[src/verilog/ppf_map.svh]
`ifndef PPF_MAP_SVH
`define PPF_MAP_SVH
// Register byte addresses on the AXI4-Lite slave
`define PPF_OFF_CTRL 8'h00
`define PPF_OFF_STATUS 8'h04
`define PPF_OFF_MASK 8'h08
`define PPF_OFF_AUX_OUT 8'h0C
`define PPF_OFF_AUX_IN 8'h10
`define PPF_OFF_DATA 8'h14
`define PPF_OFF_IRQ_REG 8'h18
`define PPF_OFF_SEC_DATA 8'h1C
// Control register fields
`define PPF_CTRL_WIDE 0
`define PPF_CTRL_ENI 2
`define PPF_CTRL_LO_OE 6
`define PPF_CTRL_HI_OE 7
`define PPF_CTRL_LATE 10
// Status register fields
`define PPF_ST_RD_DONE 0
`define PPF_ST_WR_DONE 1
`define PPF_ST_ERR 2
// Host register select codes on the host address lines
`define PPF_HA_DATA_L 3'h0
`define PPF_HA_DATA_H 3'h1
`define PPF_HA_SEC_L 3'h2
`define PPF_HA_SEC_H 3'h3
`define PPF_HA_IRQ_L 3'h4
`define PPF_HA_IRQ_H 3'h5
`define PPF_HA_ERR 3'h6
// Auxiliary sample period in output clock cycles
`define PPF_AUX_PERIOD 4
// Least host idle time in system clock periods
`define PPF_HOST_IDLE_T 2
`define PPF_RESP_OKAY 2'h0
`define PPF_RESP_SLVERR 2'h2
`endif

[src/verilog/ppf_pkg.sv]
`default_nettype none
package ppf_pkg;
  typedef enum logic [1:0] {
    PPF_IDLE,
    PPF_READ,
    PPF_WRITE
  } ppf_host_state_t;
  typedef enum logic {
    PPF_SRC_MAILBOX,
    PPF_SRC_ERROR
  } ppf_irq_src_t;
endpackage
`default_nettype wire

[src/verilog/ppf_host_port.sv]
// Notes on behaviour
// - Data-full read update: start, or end if late
// - Interrupt-flag read update: start, or end if late
// - Only primary data high/whole read clears data-full
// - Mailbox interrupt cleared reading interrupt register high, or whole when flag enable is set
// - Error interrupt cleared by error status read
// - Only primary data high/whole write sets data-full
// - Flag enable: interrupt register write sets flag
// - Byte mode: upper bus lines become nibbles
// - Aux inputs sampled every four output clocks
// - Aux outputs change at most every four cycles
// - Disable returns lines to input, keeps data
// - Data-full flag on pin and status
//
// The AXI4-Lite register port and the placing of the registers were decided locally.
`include "ppf_map.svh"
`default_nettype none
module ppf_host_port (
  input wire logic mclk,
  input wire logic rst,
  input wire logic ce,
  // AXI4-Lite slave
  input wire logic [7:0] s_axi_awaddr,
  input wire logic s_axi_awvalid,
  output logic s_axi_awready,
  input wire logic [31:0] s_axi_wdata,
  input wire logic [3:0] s_axi_wstrb,
  input wire logic s_axi_wvalid,
  output logic s_axi_wready,
  output logic [1:0] s_axi_bresp,
  output logic s_axi_bvalid,
  input wire logic s_axi_bready,
  input wire logic [7:0] s_axi_araddr,
  input wire logic s_axi_arvalid,
  output logic s_axi_arready,
  output logic [31:0] s_axi_rdata,
  output logic [1:0] s_axi_rresp,
  output logic s_axi_rvalid,
  input wire logic s_axi_rready,
  // Host side
  input wire logic [2:0] host_addr,
  input wire logic host_read_strobe_n,
  input wire logic host_write_strobe_n,
  input wire logic [15:0] parallel_data_bus_in,
  output logic [15:0] parallel_data_bus_out,
  output logic [15:0] parallel_data_bus_oe,
  input wire logic error_event,
  output logic host_data_full_flag,
  output logic host_interrupt_flag,
  output logic irq
);
  // ==========================================================
  // Control state
  logic [15:0] ctrl_q;
  logic [2:0] status_q;
  logic [2:0] mask_q;
  logic [7:0] aux_out_q;
  logic [7:0] aux_drive_q;
  logic [7:0] aux_in_q;
  logic [15:0] data_q;
  logic [15:0] sec_q;
  logic [15:0] irqreg_q;
  logic pdf_q;
  logic pif_q;
  ppf_pkg::ppf_irq_src_t pif_src_q;
  logic [1:0] div_q;
  logic wide;
  logic late;
  assign wide = ctrl_q[`PPF_CTRL_WIDE];
  assign late = ctrl_q[`PPF_CTRL_LATE];

  // ==========================================================
  // Host strobe tracking
  ppf_pkg::ppf_host_state_t hst_q;
  logic [2:0] hadr_q;
  logic rd_start;
  logic rd_end;
  logic wr_end;
  assign rd_start = (hst_q == ppf_pkg::PPF_IDLE) && !host_read_strobe_n;
  assign rd_end = (hst_q == ppf_pkg::PPF_READ) && host_read_strobe_n;
  assign wr_end = (hst_q == ppf_pkg::PPF_WRITE) && host_write_strobe_n;

  // Relies on the host leaving idle time between cycles, so no edge is missed
  always_ff @(posedge mclk or posedge rst) begin
    if (rst) begin
      hst_q <= ppf_pkg::PPF_IDLE;
      hadr_q <= 3'h0;
    end else if (ce) begin
      case (hst_q)
        ppf_pkg::PPF_IDLE: begin
          if (!host_read_strobe_n) begin
            hst_q <= ppf_pkg::PPF_READ;
            hadr_q <= host_addr;
          end else if (!host_write_strobe_n) begin
            hst_q <= ppf_pkg::PPF_WRITE;
            hadr_q <= host_addr;
          end
        end
        ppf_pkg::PPF_READ: if (host_read_strobe_n) hst_q <= ppf_pkg::PPF_IDLE;
        ppf_pkg::PPF_WRITE: if (host_write_strobe_n) hst_q <= ppf_pkg::PPF_IDLE;
        default: hst_q <= ppf_pkg::PPF_IDLE;
      endcase
    end
  end

  // Which read takes effect this cycle, and with which address
  logic rd_fire;
  logic [2:0] rd_adr;
  assign rd_fire = late ? rd_end : rd_start;
  assign rd_adr = late ? hadr_q : host_addr;

  // In byte mode the high byte access completes a transfer; wide mode uses any half
  function automatic logic hits(input logic [2:0] a, input logic [2:0] hi, input logic w);
    hits = w ? (a[2:1] == hi[2:1]) : (a == hi);
  endfunction

  logic rd_data;
  logic rd_irq;
  logic rd_err;
  logic wr_data;
  logic wr_irq;
  assign rd_data = rd_fire && hits(rd_adr, `PPF_HA_DATA_H, wide);
  assign rd_irq = rd_fire && hits(rd_adr, `PPF_HA_IRQ_H, wide);
  assign rd_err = rd_fire && (rd_adr == `PPF_HA_ERR);
  assign wr_data = wr_end && hits(hadr_q, `PPF_HA_DATA_H, wide);
  assign wr_irq = wr_end && hits(hadr_q, `PPF_HA_IRQ_H, wide);

  // ==========================================================
  // AXI4-Lite slave
  logic aw_ok;
  logic w_ok;
  logic [7:0] awa_q;
  logic aw_have_q;
  logic w_have_q;
  logic [31:0] wd_q;
  logic [3:0] ws_q;
  logic do_wr;
  logic [31:0] wv;
  // Ready drops with the enable, so no beat is taken while state is frozen
  assign s_axi_awready = !aw_have_q && !s_axi_bvalid && ce;
  assign s_axi_wready = !w_have_q && !s_axi_bvalid && ce;
  assign aw_ok = s_axi_awvalid && s_axi_awready;
  assign w_ok = s_axi_wvalid && s_axi_wready;
  assign do_wr = aw_have_q && w_have_q && ce;
  assign wv = wd_q;

  always_ff @(posedge mclk or posedge rst) begin
    if (rst) begin
      aw_have_q <= 1'b0;
      w_have_q <= 1'b0;
      awa_q <= 8'h00;
      wd_q <= 32'h0000_0000;
      ws_q <= 4'h0;
      s_axi_bvalid <= 1'b0;
      s_axi_bresp <= `PPF_RESP_OKAY;
    end else if (ce) begin
      if (aw_ok) begin
        aw_have_q <= 1'b1;
        awa_q <= s_axi_awaddr;
      end
      if (w_ok) begin
        w_have_q <= 1'b1;
        wd_q <= s_axi_wdata;
        ws_q <= s_axi_wstrb;
      end
      if (do_wr) begin
        aw_have_q <= 1'b0;
        w_have_q <= 1'b0;
        s_axi_bvalid <= 1'b1;
        s_axi_bresp <= (awa_q > `PPF_OFF_SEC_DATA || awa_q[1:0] != 2'h0) ?
                       `PPF_RESP_SLVERR : `PPF_RESP_OKAY;
      end else if (s_axi_bready) begin
        s_axi_bvalid <= 1'b0;
      end
    end
  end

  logic wr_ctrl;
  logic wr_aux;
  assign wr_ctrl = do_wr && awa_q == `PPF_OFF_CTRL && ws_q[1:0] == 2'h3;
  assign wr_aux = do_wr && awa_q == `PPF_OFF_AUX_OUT && ws_q[0];

  always_ff @(posedge mclk or posedge rst) begin
    if (rst) begin
      ctrl_q <= 16'h0000;
      mask_q <= 3'h0;
      aux_out_q <= 8'h00;
      data_q <= 16'h0000;
      sec_q <= 16'h0000;
      irqreg_q <= 16'h0000;
    end else if (ce) begin
      if (wr_ctrl) ctrl_q <= wv[15:0];
      if (do_wr && awa_q == `PPF_OFF_MASK && ws_q[0]) mask_q <= wv[2:0];
      // Stored contents survive disabling the drive
      if (wr_aux) aux_out_q <= wv[7:0];
      if (do_wr && awa_q == `PPF_OFF_DATA && ws_q[1:0] == 2'h3) data_q <= wv[15:0];
      if (do_wr && awa_q == `PPF_OFF_SEC_DATA && ws_q[1:0] == 2'h3) sec_q <= wv[15:0];
      if (do_wr && awa_q == `PPF_OFF_IRQ_REG && ws_q[1:0] == 2'h3) irqreg_q <= wv[15:0];
      // Host writes land in the data registers, byte by byte or whole
      if (wr_end) begin
        case (hadr_q)
          `PPF_HA_DATA_L: if (wide) data_q <= parallel_data_bus_in;
                          else data_q[7:0] <= parallel_data_bus_in[7:0];
          `PPF_HA_DATA_H: if (wide) data_q <= parallel_data_bus_in;
                          else data_q[15:8] <= parallel_data_bus_in[7:0];
          `PPF_HA_SEC_L: if (wide) sec_q <= parallel_data_bus_in;
                         else sec_q[7:0] <= parallel_data_bus_in[7:0];
          `PPF_HA_SEC_H: if (wide) sec_q <= parallel_data_bus_in;
                         else sec_q[15:8] <= parallel_data_bus_in[7:0];
          default: ;
        endcase
      end
    end
  end

  // ==========================================================
  // Data-full and host interrupt flags
  logic pif_set_mbx;
  assign pif_set_mbx = (do_wr && awa_q == `PPF_OFF_IRQ_REG) ||
                       (wr_irq && ctrl_q[`PPF_CTRL_ENI]);

  always_ff @(posedge mclk or posedge rst) begin
    if (rst) begin
      pdf_q <= 1'b0;
    end else if (ce) begin
      // Set wins over clear when both land in one cycle
      if (wr_data || (do_wr && awa_q == `PPF_OFF_DATA)) begin
        pdf_q <= 1'b1;
      end else if (rd_data) begin
        pdf_q <= 1'b0;
      end
    end
  end

  always_ff @(posedge mclk or posedge rst) begin
    if (rst) begin
      pif_q <= 1'b0;
      pif_src_q <= ppf_pkg::PPF_SRC_MAILBOX;
    end else if (ce) begin
      if (pif_set_mbx) begin
        pif_q <= 1'b1;
        pif_src_q <= ppf_pkg::PPF_SRC_MAILBOX;
      end else if (error_event && mask_q[`PPF_ST_ERR]) begin
        pif_q <= 1'b1;
        pif_src_q <= ppf_pkg::PPF_SRC_ERROR;
      end else if (pif_src_q == ppf_pkg::PPF_SRC_MAILBOX && rd_irq &&
                   (!wide || ctrl_q[`PPF_CTRL_ENI])) begin
        pif_q <= 1'b0;
      end else if (pif_src_q == ppf_pkg::PPF_SRC_ERROR && rd_err) begin
        pif_q <= 1'b0;
      end
    end
  end
  assign host_data_full_flag = pdf_q;
  assign host_interrupt_flag = pif_q;

  // ==========================================================
  // Interrupt status, write one to clear
  logic [2:0] ev;
  assign ev = {error_event, wr_end, rd_fire};
  always_ff @(posedge mclk or posedge rst) begin
    if (rst) begin
      status_q <= 3'h0;
    end else if (ce) begin
      if (do_wr && awa_q == `PPF_OFF_STATUS && ws_q[0]) begin
        status_q <= (status_q & ~wv[2:0]) | ev;
      end else begin
        status_q <= status_q | ev;
      end
    end
  end
  assign irq = |(status_q & mask_q);

  // ==========================================================
  // Auxiliary nibble ports, paced by a divide-by-four output clock
  // Slow sensing only: inputs are not filtered beyond the four-cycle sample
  logic tick;
  assign tick = (div_q == 2'(`PPF_AUX_PERIOD - 1));
  always_ff @(posedge mclk or posedge rst) begin
    if (rst) begin
      div_q <= 2'h0;
      aux_in_q <= 8'h00;
      aux_drive_q <= 8'h00;
    end else if (ce) begin
      div_q <= div_q + 2'h1;
      if (tick) begin
        aux_in_q <= parallel_data_bus_in[15:8];
        aux_drive_q <= aux_out_q;
      end
    end
  end

  logic aux_mode;
  logic [7:0] aux_oe;
  assign aux_mode = !wide;
  assign aux_oe = {{4{aux_mode && ctrl_q[`PPF_CTRL_HI_OE]}},
                   {4{aux_mode && ctrl_q[`PPF_CTRL_LO_OE]}}};

  // ==========================================================
  // Host read data on the bus
  logic [15:0] hrd;
  always_comb begin
    case (host_addr)
      `PPF_HA_DATA_L: hrd = wide ? data_q : {8'h00, data_q[7:0]};
      `PPF_HA_DATA_H: hrd = wide ? data_q : {8'h00, data_q[15:8]};
      `PPF_HA_SEC_L: hrd = wide ? sec_q : {8'h00, sec_q[7:0]};
      `PPF_HA_SEC_H: hrd = wide ? sec_q : {8'h00, sec_q[15:8]};
      `PPF_HA_IRQ_L: hrd = wide ? irqreg_q : {8'h00, irqreg_q[7:0]};
      `PPF_HA_IRQ_H: hrd = wide ? irqreg_q : {8'h00, irqreg_q[15:8]};
      default: hrd = {13'h0000, status_q};
    endcase
  end
  always_ff @(posedge mclk or posedge rst) begin
    if (rst) begin
      parallel_data_bus_out <= 16'h0000;
    end else if (ce) begin
      parallel_data_bus_out <= {aux_mode ? aux_drive_q : hrd[15:8], hrd[7:0]};
    end
  end
  assign parallel_data_bus_oe = {aux_mode ? aux_oe : {8{!host_read_strobe_n}},
                                 {8{!host_read_strobe_n}}};

  // ==========================================================
  // AXI read channel
  assign s_axi_arready = !s_axi_rvalid && ce;
  always_ff @(posedge mclk or posedge rst) begin
    if (rst) begin
      s_axi_rvalid <= 1'b0;
      s_axi_rdata <= 32'h0000_0000;
      s_axi_rresp <= `PPF_RESP_OKAY;
    end else if (ce) begin
      if (s_axi_arvalid && s_axi_arready) begin
        s_axi_rvalid <= 1'b1;
        s_axi_rresp <= `PPF_RESP_OKAY;
        case (s_axi_araddr)
          `PPF_OFF_CTRL: s_axi_rdata <= {16'h0000, ctrl_q};
          `PPF_OFF_STATUS: s_axi_rdata <= {27'h0, pif_q, pdf_q, status_q};
          `PPF_OFF_MASK: s_axi_rdata <= {29'h0, mask_q};
          `PPF_OFF_AUX_OUT: s_axi_rdata <= {24'h0, aux_out_q};
          `PPF_OFF_AUX_IN: s_axi_rdata <= {24'h0, aux_in_q};
          `PPF_OFF_DATA: s_axi_rdata <= {16'h0000, data_q};
          `PPF_OFF_IRQ_REG: s_axi_rdata <= {16'h0000, irqreg_q};
          `PPF_OFF_SEC_DATA: s_axi_rdata <= {16'h0000, sec_q};
          default: begin
            s_axi_rdata <= 32'h0000_0000;
            s_axi_rresp <= `PPF_RESP_SLVERR;
          end
        endcase
      end else if (s_axi_rready) begin
        s_axi_rvalid <= 1'b0;
      end
    end
  end
endmodule
`default_nettype wire

[config.mk]
export PLATFORM = sky130hd
export DESIGN_NAME = ppf_host_port
export DESIGN_NICKNAME = d
export VERILOG_FILES = /design/src/verilog/ppf_pkg.sv /design/src/verilog/ppf_host_port.sv
export VERILOG_INCLUDE_DIRS = /design/src /design/src/verilog
export SDC_FILE = /design/constraint.sdc
export NUM_CORES = 1
export LEC_CHECK = 0
export ABC_AREA = 0
export BUFFER_PORTS_ARGS = -buffer_cell sky130_fd_sc_hd__buf_2
export CORE_MARGIN = 5
export CORE_UTILIZATION = 50
export CTS_CLUSTER_SIZE = 28
export DETAILED_ROUTE_END_ITERATION = 16
export PLACE_DENSITY = 0.73
export SYNTH_ARGS = -nofsm -noshare
export SYNTH_HDL_FRONTEND = slang
export SYNTH_SLANG_ARGS = --single-unit
[constraint.sdc]
create_clock -name mclk -period 11.3 [get_ports mclk]
set_input_delay 0 -clock mclk [delete_from_list [all_inputs] [get_ports mclk]]
set_output_delay 0 -clock mclk [all_outputs]
set_load 0.03 [all_outputs]
# ---- Word-level counts from Yosys, hierarchy flattened
# Cells that the tools add are included.
# W data, S select, Z words.
dict set report classes {
  mux 53
  addsub 1
  n_bitwise 6
  n_lt_le_gt_ge 1
  reduce_logical 84
  n_eq_ne 35
}
# cell count
set op_table {}
lappend op_table {{$mux W16} 10}
lappend op_table {{$pmux W16 S8} 1}
lappend op_table {{$pmux W16 S6} 1}
lappend op_table {{$pmux W16 S2} 2}
lappend op_table {{$eq A8 B5 Y1 const B} 7}
lappend op_table {{$mux W8} 7}
lappend op_table {{$logic_and A1 B1 Y1} 39}
lappend op_table {{$eq A8 B4 Y1 const B} 4}
lappend op_table {{$reduce_and A2 Y1} 16}
lappend op_table {{$mux W1} 21}
lappend op_table {{$eq A8 B3 Y1 const B} 2}
lappend op_table {{$logic_not A8 Y1} 2}
lappend op_table {{$eq A3 B3 Y1 const B} 5}
lappend op_table {{$reduce_bool A2 Y1} 7}
lappend op_table {{$eq A3 B2 Y1 const B} 4}
lappend op_table {{$mux W2} 6}
lappend op_table {{$mux W3} 4}
lappend op_table {{$eq A2 B2 Y1 const B} 5}
lappend op_table {{$eq A3 B1 Y1 const B} 3}
lappend op_table {{$gt A8 B5 Y1 const B} 1}
lappend op_table {{$reduce_or A8 Y1} 1}
lappend op_table {{$and A3 B3 Y3} 2}
lappend op_table {{$logic_not A1 Y1} 6}
lappend op_table {{$logic_not A2 Y1} 3}
lappend op_table {{other kinds (14)} 21}
dict set report totals {
  regBits 186
  in_bits 82
  out_inout_bits 76
  word_cells 206
}

# ---- Longest topological paths before layout
dict set report logic_depth {
  depth_word 9
  ltp_mapped 7
  mapped_depth_nobuf 5
}

# ---- Worst setup path before layout
# No wires, ideal clock.
dict set report synth_timing {
  path_kind {register -> output}
  startpoint {register ctrl_q[0]}
  endpoint {output parallel_data_bus_oe[10]}
  path_buffers 4
  slack_ns 9.083
  stages_incl_launch_ff 6
  arrival_ns 2.217
  required_time_ns 11.300
  cell_sequence {dfrtp_1 -> buf_1 -> clkbuf_1 -> clkbuf_1 -> o21ai_0 -> buf_4}
}
dict set report synth_between {
  elab_chain_cells 3
}
# item line_no
set synth_lines {}
lappend synth_lines {{from (decl)} ppf_host_port.sv:54} ;# logic [15:0] ctrl_q;
lappend synth_lines {{from (signal assigned)} ppf_host_port.sv:192} ;# if (wr_ctrl) ctrl_q <= wv[15:0];
lappend synth_lines {{$logic_not A1 Y1} ppf_host_port.sv:295} ;# assign aux_mode = !wide;
lappend synth_lines {{$logic_and A1 B1 Y1} ppf_host_port.sv:297} ;# {4{aux_mode && ctrl_q[`PPF_CTRL_LO_OE]}}};
lappend synth_lines {{$mux W8 *} ppf_host_port.sv:320} ;# assign parallel_data_bus_oe = {aux_mode ? aux_oe : {8{!host_read_strobe_n}},
lappend synth_lines {{to (decl)} ppf_host_port.sv:46} ;# output logic [15:0] parallel_data_bus_oe,
# Mark *: on every way between the ends. The rest lies on a longest branch, timed or not.

# ---- Final worst setup path
dict set report layout_timing {
  startpoint {register hst_q[0]}
  endpoint {register data_q[7]}
}
dict set report layout_between {
  elab_chain_cells 3
}
# item line_no
set layout_lines {}
lappend layout_lines {{from (decl)} ppf_host_port.sv:74} ;# ppf_pkg::ppf_host_state_t hst_q;
lappend layout_lines {{from (signal assigned)} ppf_host_port.sv:86} ;# hst_q <= ppf_pkg::PPF_IDLE;
lappend layout_lines {{from (signal assigned)} ppf_host_port.sv:92} ;# hst_q <= ppf_pkg::PPF_READ;
lappend layout_lines {{from (signal assigned)} ppf_host_port.sv:95} ;# hst_q <= ppf_pkg::PPF_WRITE;
lappend layout_lines {{$eq A2 B2 Y1} ppf_host_port.sv:81} ;# assign wr_end = (hst_q == ppf_pkg::PPF_WRITE) && host_write_strobe_n;
lappend layout_lines {{$logic_and A1 B1 Y1} ppf_host_port.sv:81}
lappend layout_lines {{$mux W16} ppf_host_port.sv:200} ;# if (wr_end) begin
lappend layout_lines {{to (signal assigned)} ppf_host_port.sv:202} ;# `PPF_HA_DATA_L: if (wide) data_q <= parallel_data_bus_in;
lappend layout_lines {{to (signal assigned)} ppf_host_port.sv:203} ;# else data_q[7:0] <= parallel_data_bus_in[7:0];
lappend layout_lines {{to (signal assigned)} ppf_host_port.sv:204} ;# `PPF_HA_DATA_H: if (wide) data_q <= parallel_data_bus_in;
lappend layout_lines {{to (decl)} ppf_host_port.sv:60} ;# logic [15:0] data_q;
# Every way passes these cells.
# A chain may end at the register's enable or synchronous reset.

==> summary.txt <==
Status
  – Outcome: finished clean

Clocking
  – Setup repair bufs after CTS: 0
  – Clk sink count: 168
  – Total CTS buffers: 17
  – Clock buffer depth: 2
  – Cts repair resizes: 0
  – CTS root buffer: clkbuf_16
  – CTS H-tree depth: 4
  – Clk_lat worst skew: 0.43 ns
  – CTS clock-pin slew for the worst setup and hold paths: 0.06 ns
  – Hold_buf cts: 49
  – CTS tree: built

Power
  – Net Sw Frac: 34.64%
  – PwrDens: 198.8 nW/um2
  – Clock group share of total power: 29.9%
  – Internal power: 1.365 mW
  – Worst vdd ir: 0.1482 mV
  – Seq pwr share: 46.9%
  – Net Sw Power: 0.7232 mW
  – Leakage: 4.862 nW
  – Gate power share: 23.1%

Synth
  – Synth top area share: 47.69%
  – Mapped Area: 8816 um2
  – Synthesis Warnings: 0
  – Seq/Total Area, Yosys: 47.69%
  – Async set or reset register ratio after synthesis: 100.0%
  – Top cells by area, synth: dfrtp_1, mux2_2, mux2_1
  – Adder-Cell Fraction of Synth Area: 0.1419%
  – Syn Area/Cell: 10.86 um2
  – Top cells by instance count after synthesis: dfrtp_1, mux2_2, nand2_1
  – Top FF cell, synth: dfrtp_1
  – Largest family of logic cells by synthesized area: compound AO/OA/AOI/OAI gates
  – EDFF count, synth: 0
  – Seq cells post-synth: 168
  – Distinct cell type count after synthesis: 69
  – Post-Synth Simple-Gate Area: 12.94%
  – Largest area contributor in the netlist: dfrtp_1
  – Xor/xnor share of the synthesized area: 0.09935%
  – Post-synthesis mux area share: 15.84%
  – Synth Area in Compound Gates: 17.47%
  – Most frequent cell after synthesis: dfrtp_1
  – Syn Inst Count: 812

Detailed routing
  – 1st-iter DRT viols: 830
  – Vias: 7262
  – Post-route ant nets: 0
  – DRT Pass-1 Iters: 6
  – Routed vias/inst: 6.149
  – Drt total wl: 25870 um
  – Drc violations: 0
  – Routed WL per cell: 21.90 um

Die
  – Io pins: 158
  – Die area: 20390 um2
  – Die height: 142.8 um
  – Die W: 142.8 um
  – Starting density of the core: 50.97%
  – Core box area: 17300 um2
  – Site Rows: 48

Worst setup path
  – WP data required: 11.67 ns
  – Slowest-stage cell, CP: or3_1
  – Critical path capture point type: register
  – Crit path launch type: register
  – Largest stage delay, worst path: 0.69 ns
  – CP Data Arrival Time: 2.88 ns
  – Crit path cell chain: nand4bb_1 -> or3_1 -> nor2_1 -> a22o_1 -> a221o_1
  – Worst-path fanout max: 12
  – Critical path class: reg2reg

Timing
  – TNS Setup: 0 ns
  – Final Setup Violations: 0
  – Final period utilization: 22.22%
  – RSZ-0062 raised after global routing: false
  – Fmax: 398.2 MHz
  – Final hold violation count: 0
  – Final period demand of the worst path: 2.511 ns
  – Slew at the pin closest to its max-slew limit: 1.178 ns
  – Final worst slack: 8.789 ns
  – Post-route clock skew: 0.009403 ns
  – Slew Limit Fails: 0
  – Relative slew slack: 20.77%

Job
  – Max-cap violation count: 0

Placed design
  – IO Port Bufs: 121
  – Pre-CTS setup slack: 8.717 ns
  – Hpwl dp: 18150 um
  – GPL Wtd Cong: 0.9558
  – Placed cell count: 1100

Finish
  – Non-filler instance count after layout: 1181
  – Total inserted antenna cells: 0
  – Layout cells sized above 1: 26.36%
  – Final core occ: 60.71%
  – Final net count: 1026
  – Layout overhead on the synthesized area: 19.10%

Worst hold path
  – Hold Path Class: in2reg

GRT
  – Largest net degree at the start of global routing: 99
  – First-pass GRT wire length: 40190 um
  – Initial antenna violation count: 0
  – GR Overflow Total: 0
  – GRT Util Overall: 25.69%
  – Number of global-route vias before repair: 6947
metrics by stage:
stage                     power [mW]  instance area (um2)  hold WS [ns]
after floorplan                1.258                 8880       0.09459
after global placement         1.418                 9379        0.2148
after detailed placement       1.439                 9379        0.2287
after CTS                      2.079                10500       0.03337
after global routing           2.168                10500       0.05557
final                          2.088                10500       0.03474
path summary, 6_finish.rpt:
| kind | start | end | slack, ns | cells past startpoint |
|---|---|---|---|---|
| max in group asynchronous | rst | hadr_q[0] | 9.49 | 4 |
| worst max register to register | hst_q[0] | data_q[7] | 8.79 | 5 |
| min in group asynchronous | rst | s_axi_rvalid | 0.31 | 3 |
| worst max-delay path | hst_q[0] | data_q[7] | 8.79 | 5 |
| worst min-delay path | s_axi_arvalid | s_axi_rvalid | 0.03 | 4 |
| worst min register to register | s_axi_rdata[2] | s_axi_rdata[2] | 0.47 | 1 |
layout make-up:
class                   count  area [um2]
fillers                  1446        6797
flip-flops and latches    168        4204
multi-input cells         561        4167
repair buffers            176        1141
clock buffers              20       456.7
well taps                 225       281.5
clock inverters            12       173.9
inverters                  19       76.32
state kept, by name, summed over array words and instances (netlist names), 3 cells and up:
register               count
wd_q                      16
mask_q                     3
awa_q                      8
irqreg_q                  16
sec_q                     16
hadr_q                     3
aux_in_q                   8
ctrl_q                    16
s_axi_rdata               16
status_q                   3
parallel_data_bus_out     16
aux_drive_q                8
aux_out_q                  8
data_q                    16
critical path: cells and delay by family (launching register included):
family             cells  cell delay, ns
DFF                    1            0.45
AOI/OAI and AO/OA      2            0.34
and+or+nand+nor        3            1.65
placed cells by master, fill, tap and decap left out, types with 10 or more instances in the layout:
cell and count:
dlygate4sd3_1 49, a21oi_1 15, o21ai_0 37, buf_2 121
mux2_2 72, and2_1 15, nand2_1 58, a22oi_1 18
dfrtp_1 168, mux2_1 26, conb_1 18, nor2_1 46
nand3_1 13, o211ai_1 17, mux2i_1 27, a221o_1 27
clkbuf_16 17, a31oi_1 10, a22o_1 22, inv_1 18
power groups by stage:
stage               combinational, mW  clock, mW  sequential (mW)
CTS                             0.482      0.632            0.965
global route                    0.523      0.653            0.992
global placement                0.452          0            0.966
detailed placement              0.465          0            0.974
finish                          0.483      0.625            0.980
floorplan                       0.372          0            0.886
metal layers:
layer / share of wire [%] / track usage, %
met5: 0 / 0
met4: 2.6 / 8.904
met3: 10 / 5.794
met2: 44 / 38.45
met1: 43 / 37.03
kinds of logic after synthesis:
family,count (synthesis)
AOI/OAI and AO/OA,206
adders and majority gates,1
buffers and inverters,100
and+or+nand+nor,209
muxes,126
other,1
xor gates and xnor gates,1
DFF,168
Note: power is estimated with default switching activity, not from simulation.
